**src/hw/ctp_defs.vh**
```
// constants for the cascaded 16-bit timer, pwm and pulse generator
// Function
// - low and high counters chain into one 16-bit up-counter with 16-bit compare
// - timer mode: count internal clock, on match interrupt, clear, keep counting
// - counting starts when run-start bit written 1, clearing it stops counting
// - timer and event modes: compare unbuffered, takes effect right after write
// - event mode: count event pin falling edges, match interrupts and clears
// - pwm: duty match toggles output, overflow toggles, clears, interrupts
// - pwm duty written while running goes via shadow, loaded at interrupt
// - pwm duty reads return active value until next interrupt
// - pwm and pulse modes start flip-flop from initial bit; reset clears it
// - pwm and pulse pins drive inverse of output flip-flop
// - stopping holds output level; level changed only by later flip-flop write
// - pulse mode: duty match toggles, period match toggles, clears, interrupts
// - pulse mode registers unbuffered; software keeps them still while running
// - counter clock is one of four prescaled taps, divider setting halves rate
`ifndef CTP_DEFS_VH
`define CTP_DEFS_VH

// register byte addresses on the bus
`define CTP_OFS_PERIOD_LO  8'h00
`define CTP_OFS_PERIOD_HI  8'h04
`define CTP_OFS_DUTY_LO    8'h08
`define CTP_OFS_DUTY_HI    8'h0C
`define CTP_OFS_LOW_CTRL   8'h10
`define CTP_OFS_HIGH_CTRL  8'h14
`define CTP_OFS_STATUS     8'h18

// low_channel_control fields
`define CTP_LC_MODE_LSB    0
`define CTP_LC_MODE_MSB    1
`define CTP_LC_TAP_LSB     2
`define CTP_LC_TAP_MSB     3
`define CTP_LC_EXT_BIT     4
`define CTP_LC_DIV_BIT     5
`define CTP_LC_RESET       8'h00

// high_channel_control fields
`define CTP_HC_RUN_BIT     0
`define CTP_HC_FF_BIT      1
`define CTP_HC_RESET       8'h00

// status fields
`define CTP_ST_FF_BIT      16
`define CTP_ST_RUN_BIT     17

// modes
`define CTP_MODE_TIMER     2'h0
`define CTP_MODE_EVENT     2'h1
`define CTP_MODE_PWM       2'h2
`define CTP_MODE_PPG       2'h3

// timing: finest resolution 0.4 us at 20 MHz gives 8 cycles, a shift of 3
`define CTP_CLK_KHZ        20000
`define CTP_RES_MIN_PS     400000
`define CTP_RES_MIN_CYC    ((`CTP_RES_MIN_PS / 1000) * `CTP_CLK_KHZ / 1000000)
`define CTP_TAP0_SHIFT     4'h3
`define CTP_TAP1_SHIFT     4'h5
`define CTP_TAP2_SHIFT     4'h7
`define CTP_TAP3_SHIFT     4'hB
`define CTP_PRE_W          13

`endif

```
**src/hw/ctp_prescaler.v**
```verilog
// prescaler producing one-cycle ticks at the selected divided system clock rate
`timescale 1ns/1ps
`include "ctp_defs.vh"

module ctp_prescaler (
  input  wire       clk,
  input  wire       sys_rst,
  input  wire [1:0] tap_sel,
  input  wire       div_sel,
  output reg        tick_r
);

  reg  [`CTP_PRE_W-1:0] cnt_r;
  wire [`CTP_PRE_W-1:0] ones;
  reg  [3:0]            shift;
  wire [`CTP_PRE_W:0]   cnt_inc;

  assign cnt_inc = {1'b0, cnt_r} + {{`CTP_PRE_W{1'b0}}, 1'b1};

  // ones[i] is high when all counter bits 0..i are set
  genvar gi;
  generate
    for (gi = 0; gi < `CTP_PRE_W; gi = gi + 1) begin : g_ones
      if (gi == 0) begin : g_first
        assign ones[gi] = cnt_r[0];
      end else begin : g_rest
        assign ones[gi] = ones[gi-1] & cnt_r[gi];
      end
    end
  endgenerate

  // tap choice; divider setting adds one stage and so halves the rate
  always @* begin
    case (tap_sel)
      2'h0:    shift = `CTP_TAP3_SHIFT;
      2'h1:    shift = `CTP_TAP2_SHIFT;
      2'h2:    shift = `CTP_TAP1_SHIFT;
      default: shift = `CTP_TAP0_SHIFT;
    endcase
    if (div_sel) begin
      shift = shift + 4'h1;
    end
  end

  // free-running divider; the tick lands once per 2^shift cycles
  always @(posedge clk) begin
    if (sys_rst) begin
      cnt_r  <= {`CTP_PRE_W{1'b0}};
      tick_r <= 1'b0;
    end else begin
      cnt_r  <= cnt_inc[`CTP_PRE_W-1:0];
      tick_r <= ones[shift - 4'h1];
    end
  end

endmodule

```
**src/hw/ctp_timer.v**
```verilog
// cascaded 16-bit timer, event counter, pwm and pulse generator with AXI4-Lite slave
//
// Register access over AXI4-Lite and the register offsets were left to the implementer.
`timescale 1ns/1ps
`include "ctp_defs.vh"

module ctp_timer (
  input  wire        clk,
  input  wire        sys_rst,
  // AXI4-Lite slave
  input  wire [7:0]  s_axi_awaddr,
  input  wire        s_axi_awvalid,
  output reg         s_axi_awready,
  input  wire [31:0] s_axi_wdata,
  input  wire [3:0]  s_axi_wstrb,
  input  wire        s_axi_wvalid,
  output reg         s_axi_wready,
  output reg  [1:0]  s_axi_bresp,
  output reg         s_axi_bvalid,
  input  wire        s_axi_bready,
  input  wire [7:0]  s_axi_araddr,
  input  wire        s_axi_arvalid,
  output reg         s_axi_arready,
  output reg  [31:0] s_axi_rdata,
  output reg  [1:0]  s_axi_rresp,
  output reg         s_axi_rvalid,
  input  wire        s_axi_rready,
  // pins and interrupt
  input  wire        event_input_pin,
  output reg         pwm_output_pin,
  output reg         pulse_generator_output_pin,
  output reg         match_overflow_interrupt
);

  localparam [1:0] RESP_OKAY   = 2'h0;
  localparam [1:0] RESP_SLVERR = 2'h2;

  // bus-side holding registers
  reg [7:0]  awaddr_r;
  reg        aw_full_r;
  reg [7:0]  wdata_r;
  reg        wstrb0_r;
  reg        w_full_r;
  reg [7:0]  araddr_r;
  reg        ar_full_r;

  // software-visible state
  reg [15:0] period_r;
  reg [15:0] duty_shadow_r;
  reg [15:0] duty_act_r;
  reg [7:0]  low_ctrl_r;
  reg [7:0]  high_ctrl_r;

  // counting state
  reg [15:0] cnt_r;
  reg [15:0] cnt_nxt;
  reg        flip;
  reg        wrap;
  reg        out_r;          // output toggle flip-flop

  // event pin synchroniser and debounced level
  reg        evt_s1_r;
  reg        evt_s2_r;
  reg        evt_s3_r;
  reg        evt_lvl_r;
  wire       evt_fall;

  wire       tick;
  wire [1:0] mode;
  wire       run;
  wire       use_event;
  wire       step;
  wire [16:0] inc_full;
  wire [15:0] inc;

  // write path decode
  wire       wr_fire;
  wire       wr_ok;
  wire       wr_en;
  reg        rd_ok;
  reg [31:0] rd_val;

  assign mode      = low_ctrl_r[`CTP_LC_MODE_MSB:`CTP_LC_MODE_LSB];
  assign run       = high_ctrl_r[`CTP_HC_RUN_BIT];
  assign inc_full  = {1'b0, cnt_r} + 17'h00001;
  assign inc       = inc_full[15:0];
  assign wr_fire   = aw_full_r & w_full_r & ~s_axi_bvalid;
  assign wr_ok     = (awaddr_r <= `CTP_OFS_STATUS) && (awaddr_r[1:0] == 2'h0);
  assign wr_en     = wr_fire & wr_ok & wstrb0_r;

  ctp_prescaler u_pre (
    .clk     (clk),
    .sys_rst (sys_rst),
    .tap_sel (low_ctrl_r[`CTP_LC_TAP_MSB:`CTP_LC_TAP_LSB]),
    .div_sel (low_ctrl_r[`CTP_LC_DIV_BIT]),
    .tick_r  (tick)
  );

  // three flops on the pin; a new level counts only when stages two and three agree
  always @(posedge clk) begin
    if (sys_rst) begin
      evt_s1_r  <= 1'b1;
      evt_s2_r  <= 1'b1;
      evt_s3_r  <= 1'b1;
      evt_lvl_r <= 1'b1;
    end else begin
      evt_s1_r <= event_input_pin;
      evt_s2_r <= evt_s1_r;
      evt_s3_r <= evt_s2_r;
      if (evt_s2_r == evt_s3_r) begin
        evt_lvl_r <= evt_s3_r;
      end
    end
  end

  // falling edge of the filtered event level
  assign evt_fall  = evt_lvl_r & ~evt_s2_r & ~evt_s3_r;

  // event mode always counts pin edges; pwm and pulse modes may choose them
  assign use_event = (mode == `CTP_MODE_EVENT) |
                     (((mode == `CTP_MODE_PWM) | (mode == `CTP_MODE_PPG)) & low_ctrl_r[`CTP_LC_EXT_BIT]);
  assign step      = run & (use_event ? evt_fall : tick);

  // next count, toggle and wrap for the selected mode
  always @* begin
    cnt_nxt = cnt_r;
    flip    = 1'b0;
    wrap    = 1'b0;
    if (!run) begin
      cnt_nxt = 16'h0000;
    end else if (step) begin
      cnt_nxt = inc;
      case (mode)
        `CTP_MODE_TIMER, `CTP_MODE_EVENT: begin
          if (inc == period_r) begin
            wrap = 1'b1;
          end
        end
        `CTP_MODE_PWM: begin
          if (cnt_r == 16'hFFFF) begin
            wrap = 1'b1;
            flip = 1'b1;
          end else if (inc == duty_act_r) begin
            flip = 1'b1;
          end
        end
        `CTP_MODE_PPG: begin
          if (inc == duty_act_r) begin
            flip = 1'b1;
          end
          if (inc == period_r) begin
            wrap = 1'b1;
            flip = ~flip;
          end
        end
        default: begin
          cnt_nxt = cnt_r;
        end
      endcase
    end
    if (wrap) begin
      cnt_nxt = 16'h0000;
    end
  end

  // counter, output flip-flop, interrupt pulse and pins
  always @(posedge clk) begin
    if (sys_rst) begin
      cnt_r                      <= 16'h0000;
      out_r                      <= 1'b0;
      match_overflow_interrupt   <= 1'b0;
      pwm_output_pin             <= 1'b1;
      pulse_generator_output_pin <= 1'b1;
    end else begin
      cnt_r                    <= cnt_nxt;
      match_overflow_interrupt <= wrap;
      if (wr_en && (awaddr_r == `CTP_OFS_HIGH_CTRL) && !run) begin
        // a stopped counter takes the initial level, both on start and while idle;
        // the write that stops a running counter leaves the level alone
        out_r                      <= wdata_r[`CTP_HC_FF_BIT];
        pwm_output_pin             <= ~wdata_r[`CTP_HC_FF_BIT];
        pulse_generator_output_pin <= ~wdata_r[`CTP_HC_FF_BIT];
      end else if (flip) begin
        out_r                      <= ~out_r;
        pwm_output_pin             <= out_r;
        pulse_generator_output_pin <= out_r;
      end
    end
  end

  // register writes and duty double buffering
  always @(posedge clk) begin
    if (sys_rst) begin
      period_r      <= 16'h0000;
      duty_shadow_r <= 16'h0000;
      duty_act_r    <= 16'h0000;
      low_ctrl_r    <= `CTP_LC_RESET;
      high_ctrl_r   <= `CTP_HC_RESET;
    end else begin
      if (wrap && (mode == `CTP_MODE_PWM)) begin
        duty_act_r <= duty_shadow_r;
      end
      if (wr_en) begin
        case (awaddr_r)
          `CTP_OFS_PERIOD_LO: period_r[7:0]  <= wdata_r;
          `CTP_OFS_PERIOD_HI: period_r[15:8] <= wdata_r;
          `CTP_OFS_DUTY_LO: begin
            duty_shadow_r[7:0] <= wdata_r;
            if (!(run && mode == `CTP_MODE_PWM)) begin
              duty_act_r[7:0] <= wdata_r;
            end
          end
          `CTP_OFS_DUTY_HI: begin
            duty_shadow_r[15:8] <= wdata_r;
            if (!(run && mode == `CTP_MODE_PWM)) begin
              duty_act_r[15:8] <= wdata_r;
            end
          end
          `CTP_OFS_LOW_CTRL:  low_ctrl_r  <= wdata_r;
          `CTP_OFS_HIGH_CTRL: high_ctrl_r <= wdata_r;
          default: begin
            low_ctrl_r <= low_ctrl_r;
          end
        endcase
      end
    end
  end

  // read mux; duty reads show the active value, not the pending one
  always @* begin
    rd_ok  = 1'b1;
    rd_val = 32'h00000000;
    case (araddr_r)
      `CTP_OFS_PERIOD_LO: rd_val[7:0] = period_r[7:0];
      `CTP_OFS_PERIOD_HI: rd_val[7:0] = period_r[15:8];
      `CTP_OFS_DUTY_LO:   rd_val[7:0] = duty_act_r[7:0];
      `CTP_OFS_DUTY_HI:   rd_val[7:0] = duty_act_r[15:8];
      `CTP_OFS_LOW_CTRL:  rd_val[7:0] = low_ctrl_r;
      `CTP_OFS_HIGH_CTRL: rd_val[7:0] = high_ctrl_r;
      `CTP_OFS_STATUS: begin
        rd_val[15:0]            = cnt_r;
        rd_val[`CTP_ST_FF_BIT]  = out_r;
        rd_val[`CTP_ST_RUN_BIT] = run;
      end
      default: rd_ok = 1'b0;
    endcase
  end

  // write channels: each ready is a one-cycle pulse after its valid is seen,
  // the address and data are latched on the next edge, at the handshake, since the master holds them
  always @(posedge clk) begin
    if (sys_rst) begin
      s_axi_awready <= 1'b0;
      s_axi_wready  <= 1'b0;
      s_axi_bvalid  <= 1'b0;
      s_axi_bresp   <= RESP_OKAY;
      awaddr_r      <= 8'h00;
      aw_full_r     <= 1'b0;
      wdata_r       <= 8'h00;
      wstrb0_r      <= 1'b0;
      w_full_r      <= 1'b0;
    end else begin
      s_axi_awready <= s_axi_awvalid & ~s_axi_awready & ~aw_full_r & ~s_axi_bvalid;
      s_axi_wready  <= s_axi_wvalid & ~s_axi_wready & ~w_full_r & ~s_axi_bvalid;
      if (s_axi_awvalid && s_axi_awready) begin
        awaddr_r  <= s_axi_awaddr;
        aw_full_r <= 1'b1;
      end
      if (s_axi_wvalid && s_axi_wready) begin
        wdata_r  <= s_axi_wdata[7:0];
        wstrb0_r <= s_axi_wstrb[0];
        w_full_r <= 1'b1;
      end
      if (wr_fire) begin
        aw_full_r    <= 1'b0;
        w_full_r     <= 1'b0;
        s_axi_bvalid <= 1'b1;
        s_axi_bresp  <= wr_ok ? RESP_OKAY : RESP_SLVERR;
      end else if (s_axi_bvalid && s_axi_bready) begin
        s_axi_bvalid <= 1'b0;
      end
    end
  end

  // read channel: address pulse, then data one cycle after the handshake
  always @(posedge clk) begin
    if (sys_rst) begin
      s_axi_arready <= 1'b0;
      s_axi_rvalid  <= 1'b0;
      s_axi_rdata   <= 32'h00000000;
      s_axi_rresp   <= RESP_OKAY;
      araddr_r      <= 8'h00;
      ar_full_r     <= 1'b0;
    end else begin
      s_axi_arready <= s_axi_arvalid & ~s_axi_arready & ~ar_full_r & ~s_axi_rvalid;
      if (s_axi_arvalid && s_axi_arready) begin
        araddr_r  <= s_axi_araddr;
        ar_full_r <= 1'b1;
      end
      if (ar_full_r && !s_axi_rvalid) begin
        ar_full_r    <= 1'b0;
        s_axi_rvalid <= 1'b1;
        s_axi_rdata  <= rd_val;
        s_axi_rresp  <= rd_ok ? RESP_OKAY : RESP_SLVERR;
      end else if (s_axi_rvalid && s_axi_rready) begin
        s_axi_rvalid <= 1'b0;
      end
    end
  end

endmodule

```
**config.mk**
```make
export PLATFORM = sky130hd
export DESIGN_NAME = ctp_timer
export DESIGN_NICKNAME = d
export VERILOG_FILES = /design/src/hw/ctp_prescaler.v /design/src/hw/ctp_timer.v
export VERILOG_INCLUDE_DIRS = /design/src /design/src/hw
export SDC_FILE = /design/constraint.sdc
export NUM_CORES = 1
export LEC_CHECK = 0
export ABC_AREA = 1
export BUFFER_PORTS_ARGS = -buffer_cell sky130_fd_sc_hd__buf_2
export CAP_MARGIN = 20
export CORE_MARGIN = 5
export CORE_UTILIZATION = 45
export CTS_CLUSTER_SIZE = 30
export DETAILED_ROUTE_END_ITERATION = 12
export PLACE_DENSITY = 0.75
export SKIP_CTS_REPAIR_TIMING = 1
export SLEW_MARGIN = 10
export SYNTH_ARGS = -nofsm -noshare
export SYNTH_HDL_FRONTEND = slang
export SYNTH_SLANG_ARGS = --single-unit
```
**constraint.sdc**
```tcl
create_clock -name clk -period 4.5 [get_ports clk]
set_clock_uncertainty 0.1 [all_clocks]
set_input_delay 0.9 -clock clk [delete_from_list [all_inputs] [get_ports clk]]
set_output_delay 0.9 -clock clk [all_outputs]
set_load 0.05 [all_outputs]
```
# After elaboration in Yosys (flattened, before gate mapping)
# Index checks and enable logic that the tools add are counted.
# totals
register_bits,156
latchBits,0
ramBits,0
mem_bits_ro,0
input_bits,60
output_inout_bits,44
word_cells,173
n_memories,0
# classes
addsub,4
multipliers,0
div_mod_pow,0
magnitude_cmp,2
n_eq_ne,20
shifts,0
n_mux,38
n_bitwise,45
reduce_logical,32
# ops
op,n
$pmux W8 S7,1
$eq A8 B5 Y1 const B,5
$eq A16 B16 Y1,2
$eq A8 B4 Y1 const B,4
$mux W16,2
$mux W8,4
$and A1 B1 Y1,29
$mux W1,23
$add A16 B1 Y16 const B,1
$eq A16 B16 Y1 const B,1
$eq A8 B3 Y1 const B,2
$logic_not A8 Y1,2
$not A1 Y1,14
$add A13 B1 Y13 const B,1
$pmux W4 S3,1
$reduce_and A2 Y1,6
$logic_and A1 B1 Y1,11
$mux W10,1
$le A8 B5 Y1 const B,1
$reduce_or A7 Y1,1
$eq A2 B2 Y1 const B,3
$logic_not A2 Y1,3
$reduce_bool A2 Y1,3
$reduce_or A3 Y1,2
12 further kinds,18

# Longest topological paths before layout
# depth
depth_word,15
ltp_mapped,20
depth_no_buf,20

# Hierarchy
# Synthesis repeated with hierarchy kept, for this count alone.
# unflattened
cells_unflattened,1076
area_unflattened_um2,7684.9
# by_module_without_submodules
module,n_inst,cells_per_inst,area_per_inst_um2,seq_area_each_um2
ctp_timer,1,961,6876.6,2802.7
ctp_prescaler,1,115,808.3,280.3

# Least setup slack after synthesis
# OpenSTA, ideal clock, no wires.
# synth_path
path_type,flip-flop to flip-flop
startpoint,register cnt_r[0]
endpoint,register cnt_r[10]
setup_time_ps,119
arrival_ps,1982
t_required_ps,4281
slack_ps,2299
path_stages_with_launch,18
path_buffers,1
synth_period_minus_slack_ps,2201
cell_sequence,dfxtp_1 ha_1 nand2_2 nor2_8 nand2_1 nand3_1 nand2_1 nor2_1 nand2_1 nor2_1 nand2_1 nor2_1 nand2_1 nand2_1 o211ai_2 nand3_4 buf_12 nor2_2
# synth_via
elab_chain_cells,7
word_cells_on_any_way,9
cone_classes,add/sub: 1; eq/ne: 2; mux: 5; reduce/logical: 1
# synth_lines
element,line,rtl
"start, declared",ctp_timer.v:55,reg [15:0] cnt_r;
"start signal, assigned",ctp_timer.v:175,cnt_r <= cnt_nxt;
$add A16 B1 Y16,ctp_timer.v:85,"assign inc_full = {1'b0, cnt_r} + 17'h00001;"
$eq A16 B16 Y1,"ctp_timer.v:135, ctp_timer.v:151",
$mux W1,"ctp_timer.v:135, ctp_timer.v:151",
$pmux W1 S2,ctp_timer.v:133,case (mode)
$mux W1,ctp_timer.v:131,end else if (step) begin
$mux W1,ctp_timer.v:129,if (!run) begin
$reduce_or A3 Y1 (no line),--,
# Several ways; a longest one is shown, not always the timed one.
# A chain may end at the register's enable or synchronous reset.

# Final worst setup path
# layout_path
startpoint,register cnt_r[0]
endpoint,register cnt_r[0]
# The elaborated chain is that of the path after synthesis.

==> impl_metrics.tcl <==
set metrics [dict create \
    start_util_pct 46.0 \
    powerDensity_nw_per_um2 350 \
    avgSynthCellArea_um2 7.07 \
    dieArea_um2 19600 \
    finish.instance_area_um2 8660 \
    hold_violations 0 \
    ant_nets 0 \
    die_h_um 140 \
    synth_area_leaders "dfxtp_1, nand2_1, o21ai_0, inv_1, nand3_1" \
    synth_edf_count 0 \
    crit_type "reg2reg" \
    fp.dieW_um 140 \
    antenna_cells 0 \
    peakVddDrop_v 0.000284 \
    cts.sinks 154 \
    relSlewSlack_pct 31.7 \
    grt_overflow 0 \
    grt_max_degree 43 \
    slowest_stage "dfxtp_1" \
    track_usage_pct 22.1 \
    synth_seq_cells 154 \
    ys.flop_type "dfxtp_1" \
    syn2layout_area_growth_pct 13.7 \
    fin_util_pct 52.2 \
    status "finished, final reports clean" \
    stdcell_count 1364 \
    finalWeightedCongestion 0.966 \
    cts_root_buffer "clkbuf_16" \
    drt-wirelength-per-cell_um 15.6 \
    num_io_pins 104 \
    max_cap_violations 0 \
    drc 0 \
    detail_route.first_pass.iterations 9 \
    grt_pass1_wl_um 34900 \
    finalMaxSlewViolations 0 \
    drive_above_1_share_pct 13.1 \
    ys_warn_count 0 \
    io_buffer_count 60 \
    leakage_uw 0.00350 \
    tns_ns 0 \
    vias_per_cell 5.36 \
    antenna_found_initial 0 \
    coreArea_um2 16600 \
    timing.fmax_mhz 352 \
    h-tree-depth 4 \
    synth_top_area_share_pct 40.4 \
    cts_tree "yes" \
    ys_types 48 \
    post-route-min-period_ns 2.84 \
    wirelength_um 21300 \
    fillers 1638 \
    dp_cells 1331 \
    final_nets 1198 \
    crit_top_cell "nand2_1" \
    rsz0062_at_grt "no" \
    min_period_over_period_pct 63.1 \
    clock_path_buffers 2 \
    worst_pin_slew_ns 1.02 \
    critical_path_arrival_ns 3.10 \
    synth_top_area_cell "dfxtp_1" \
    drt_iter0_markers 674 \
    slowest_delay_ns 0.46 \
    path_cells "ha_1 > nand2_2 > nor2_8 > nand4_1 > nand2_1 > nand2_1 > nand2_1 > nor2_2 > nand2_1 > nor2_1 > nand2_1 > nand2_1 > o211ai_2 > nand3_4 > a21oi_1" \
    worstPathRequired_ns 4.76 \
    postPlaceCellArea_um2 8050 \
    clock_latency_ns 0.43 \
    ys_seq_area_share_pct 40.4 \
    syn_area_um2 7620 \
    fp-row-count 47 \
    synth_async_sr_flop_share_pct 0 \
    cp-start-kind "flop" \
    vias 7314 \
    critPathCaptureType "flop" \
    place_hpwl_um 16000 \
    synth_cells 1078 \
    grt_pass1_vias 6732 \
    crit_fanout 16 \
    min-delay-path-class "reg2reg" \
    setup_violations 0 \
    numCtsBuffers 17 \
    path_clk_slew_ns 0.06 \
]
## where the power goes
part / total, uW / internal [uW] / switching (uW)
clock network: 1470 / 870 / 598
registers: 1400 / 1380 / 15.8
logic: 167 / 38.2 / 129
total: 3030 / 2290 / 743
## layout make-up
cell class / count / area (um2) / area share (%)
Multi-Input combinational cell: 761 / 3840 / 44.3
Tap cell: 220 / 275 / 3.18
Timing Repair Buffer: 71 / 388 / 4.48
Clock buffer: 21 / 470 / 5.43
Inverter: 126 / 473 / 5.46
Clock inverter: 11 / 134 / 1.55
Sequential cell: 154 / 3080 / 35.6
## path summary, 6_finish.rpt
path            start       end  slack (ns)  cells after the start
max          cnt_r[0]  cnt_r[0]        1.66                     15
min reg2reg  evt_s1_r  evt_s2_r        0.32                      1
min          evt_s1_r  evt_s2_r        0.32                      1
max reg2reg  cnt_r[0]  cnt_r[0]        1.66                     15
## stage by stage
stage	worst slack [ns]	total power [uW]	hold slack, ns
floorplan	2.30	1550	0.289
global placement	1.66	1590	0.291
detailed placement	1.64	1590	0.302
CTS	1.69	3050	0.320
global route	1.38	3130	0.327
finish	1.66	3030	0.315
## worst max-delay path, delay by kind of cell, from the launching register on
kind / cells / cell delay [ns]
DFF: 1 / 0.46
and+or+nand+nor: 12 / 1.59
AOI/OAI and AO/OA: 2 / 0.35
adders and majority gates: 1 / 0.27
## registers in the layout, indices dropped and copies added, names as in the netlist, 8 cells and up
name and count:
araddr_r 8, awaddr_r 8, cnt_r 16, duty_act_r 16, duty_shadow_r 16, high_ctrl_r 8, low_ctrl_r 8, period_r 16
s_axi_rdata 18, u_pre.cnt_r 13, wdata_r 8
## Yosys cell counts (3+ instances only)
cell         n
a2111oi_0    7
a211oi_1    17
a21oi_1     81
a22oi_1      3
a32o_1       3
buf_2        5
buf_4       17
clkbuf_1    28
dfxtp_1    154
ha_1         7
inv_1      122
inv_2        3
nand2_1    205
nand2_2     10
nand3_1     87
nand3b_1     4
nand4_1      9
nor2_1     103
nor2_2      14
nor2_4       5
nor3_1      14
nor3_2       3
nor4_1       3
o211ai_1     9
o21ai_0    107
o21ai_1      7
o22ai_1     11
o31ai_1     10
or2_2        5
xnor2_1      3
xor2_1       3
## cell usage in the layout (no fill, tap or decap), types with 14 or more instances in the layout
| cell | n |
|---|---|
| a21oi_1 | 81 |
| dfxtp_1 | 154 |
| nand3_1 | 87 |
| nor2_1 | 103 |
| nor3_1 | 14 |
| inv_1 | 121 |
| nor2_2 | 14 |
| o21ai_0 | 107 |
| buf_2 | 60 |
| nand2_1 | 205 |
| clkbuf_16 | 17 |
| conb_1 | 16 |
| a211oi_1 | 17 |
## cells by family after synthesis
family | Yosys count | share of synthesized area [%]
DFF | 154 | 40.4
xor gates and xnor gates | 6 | 0.690
buffers and inverters | 178 | 9.90
and+or+nand+nor | 468 | 27.9
AOI/OAI and AO/OA | 264 | 19.9
other | 1 | 0.0492
adders and majority gates | 7 | 1.15
## per-layer routing
metal	GRT usage (%)	vias to the layer above	routed length, um
met5	0	-	0
met4	8.36	0	672
met3	6.24	47	1550
met2	34.0	274	9400
met1	29.4	3308	9690
li1	-	3685	-
Power figures use the tool's default switching activity.
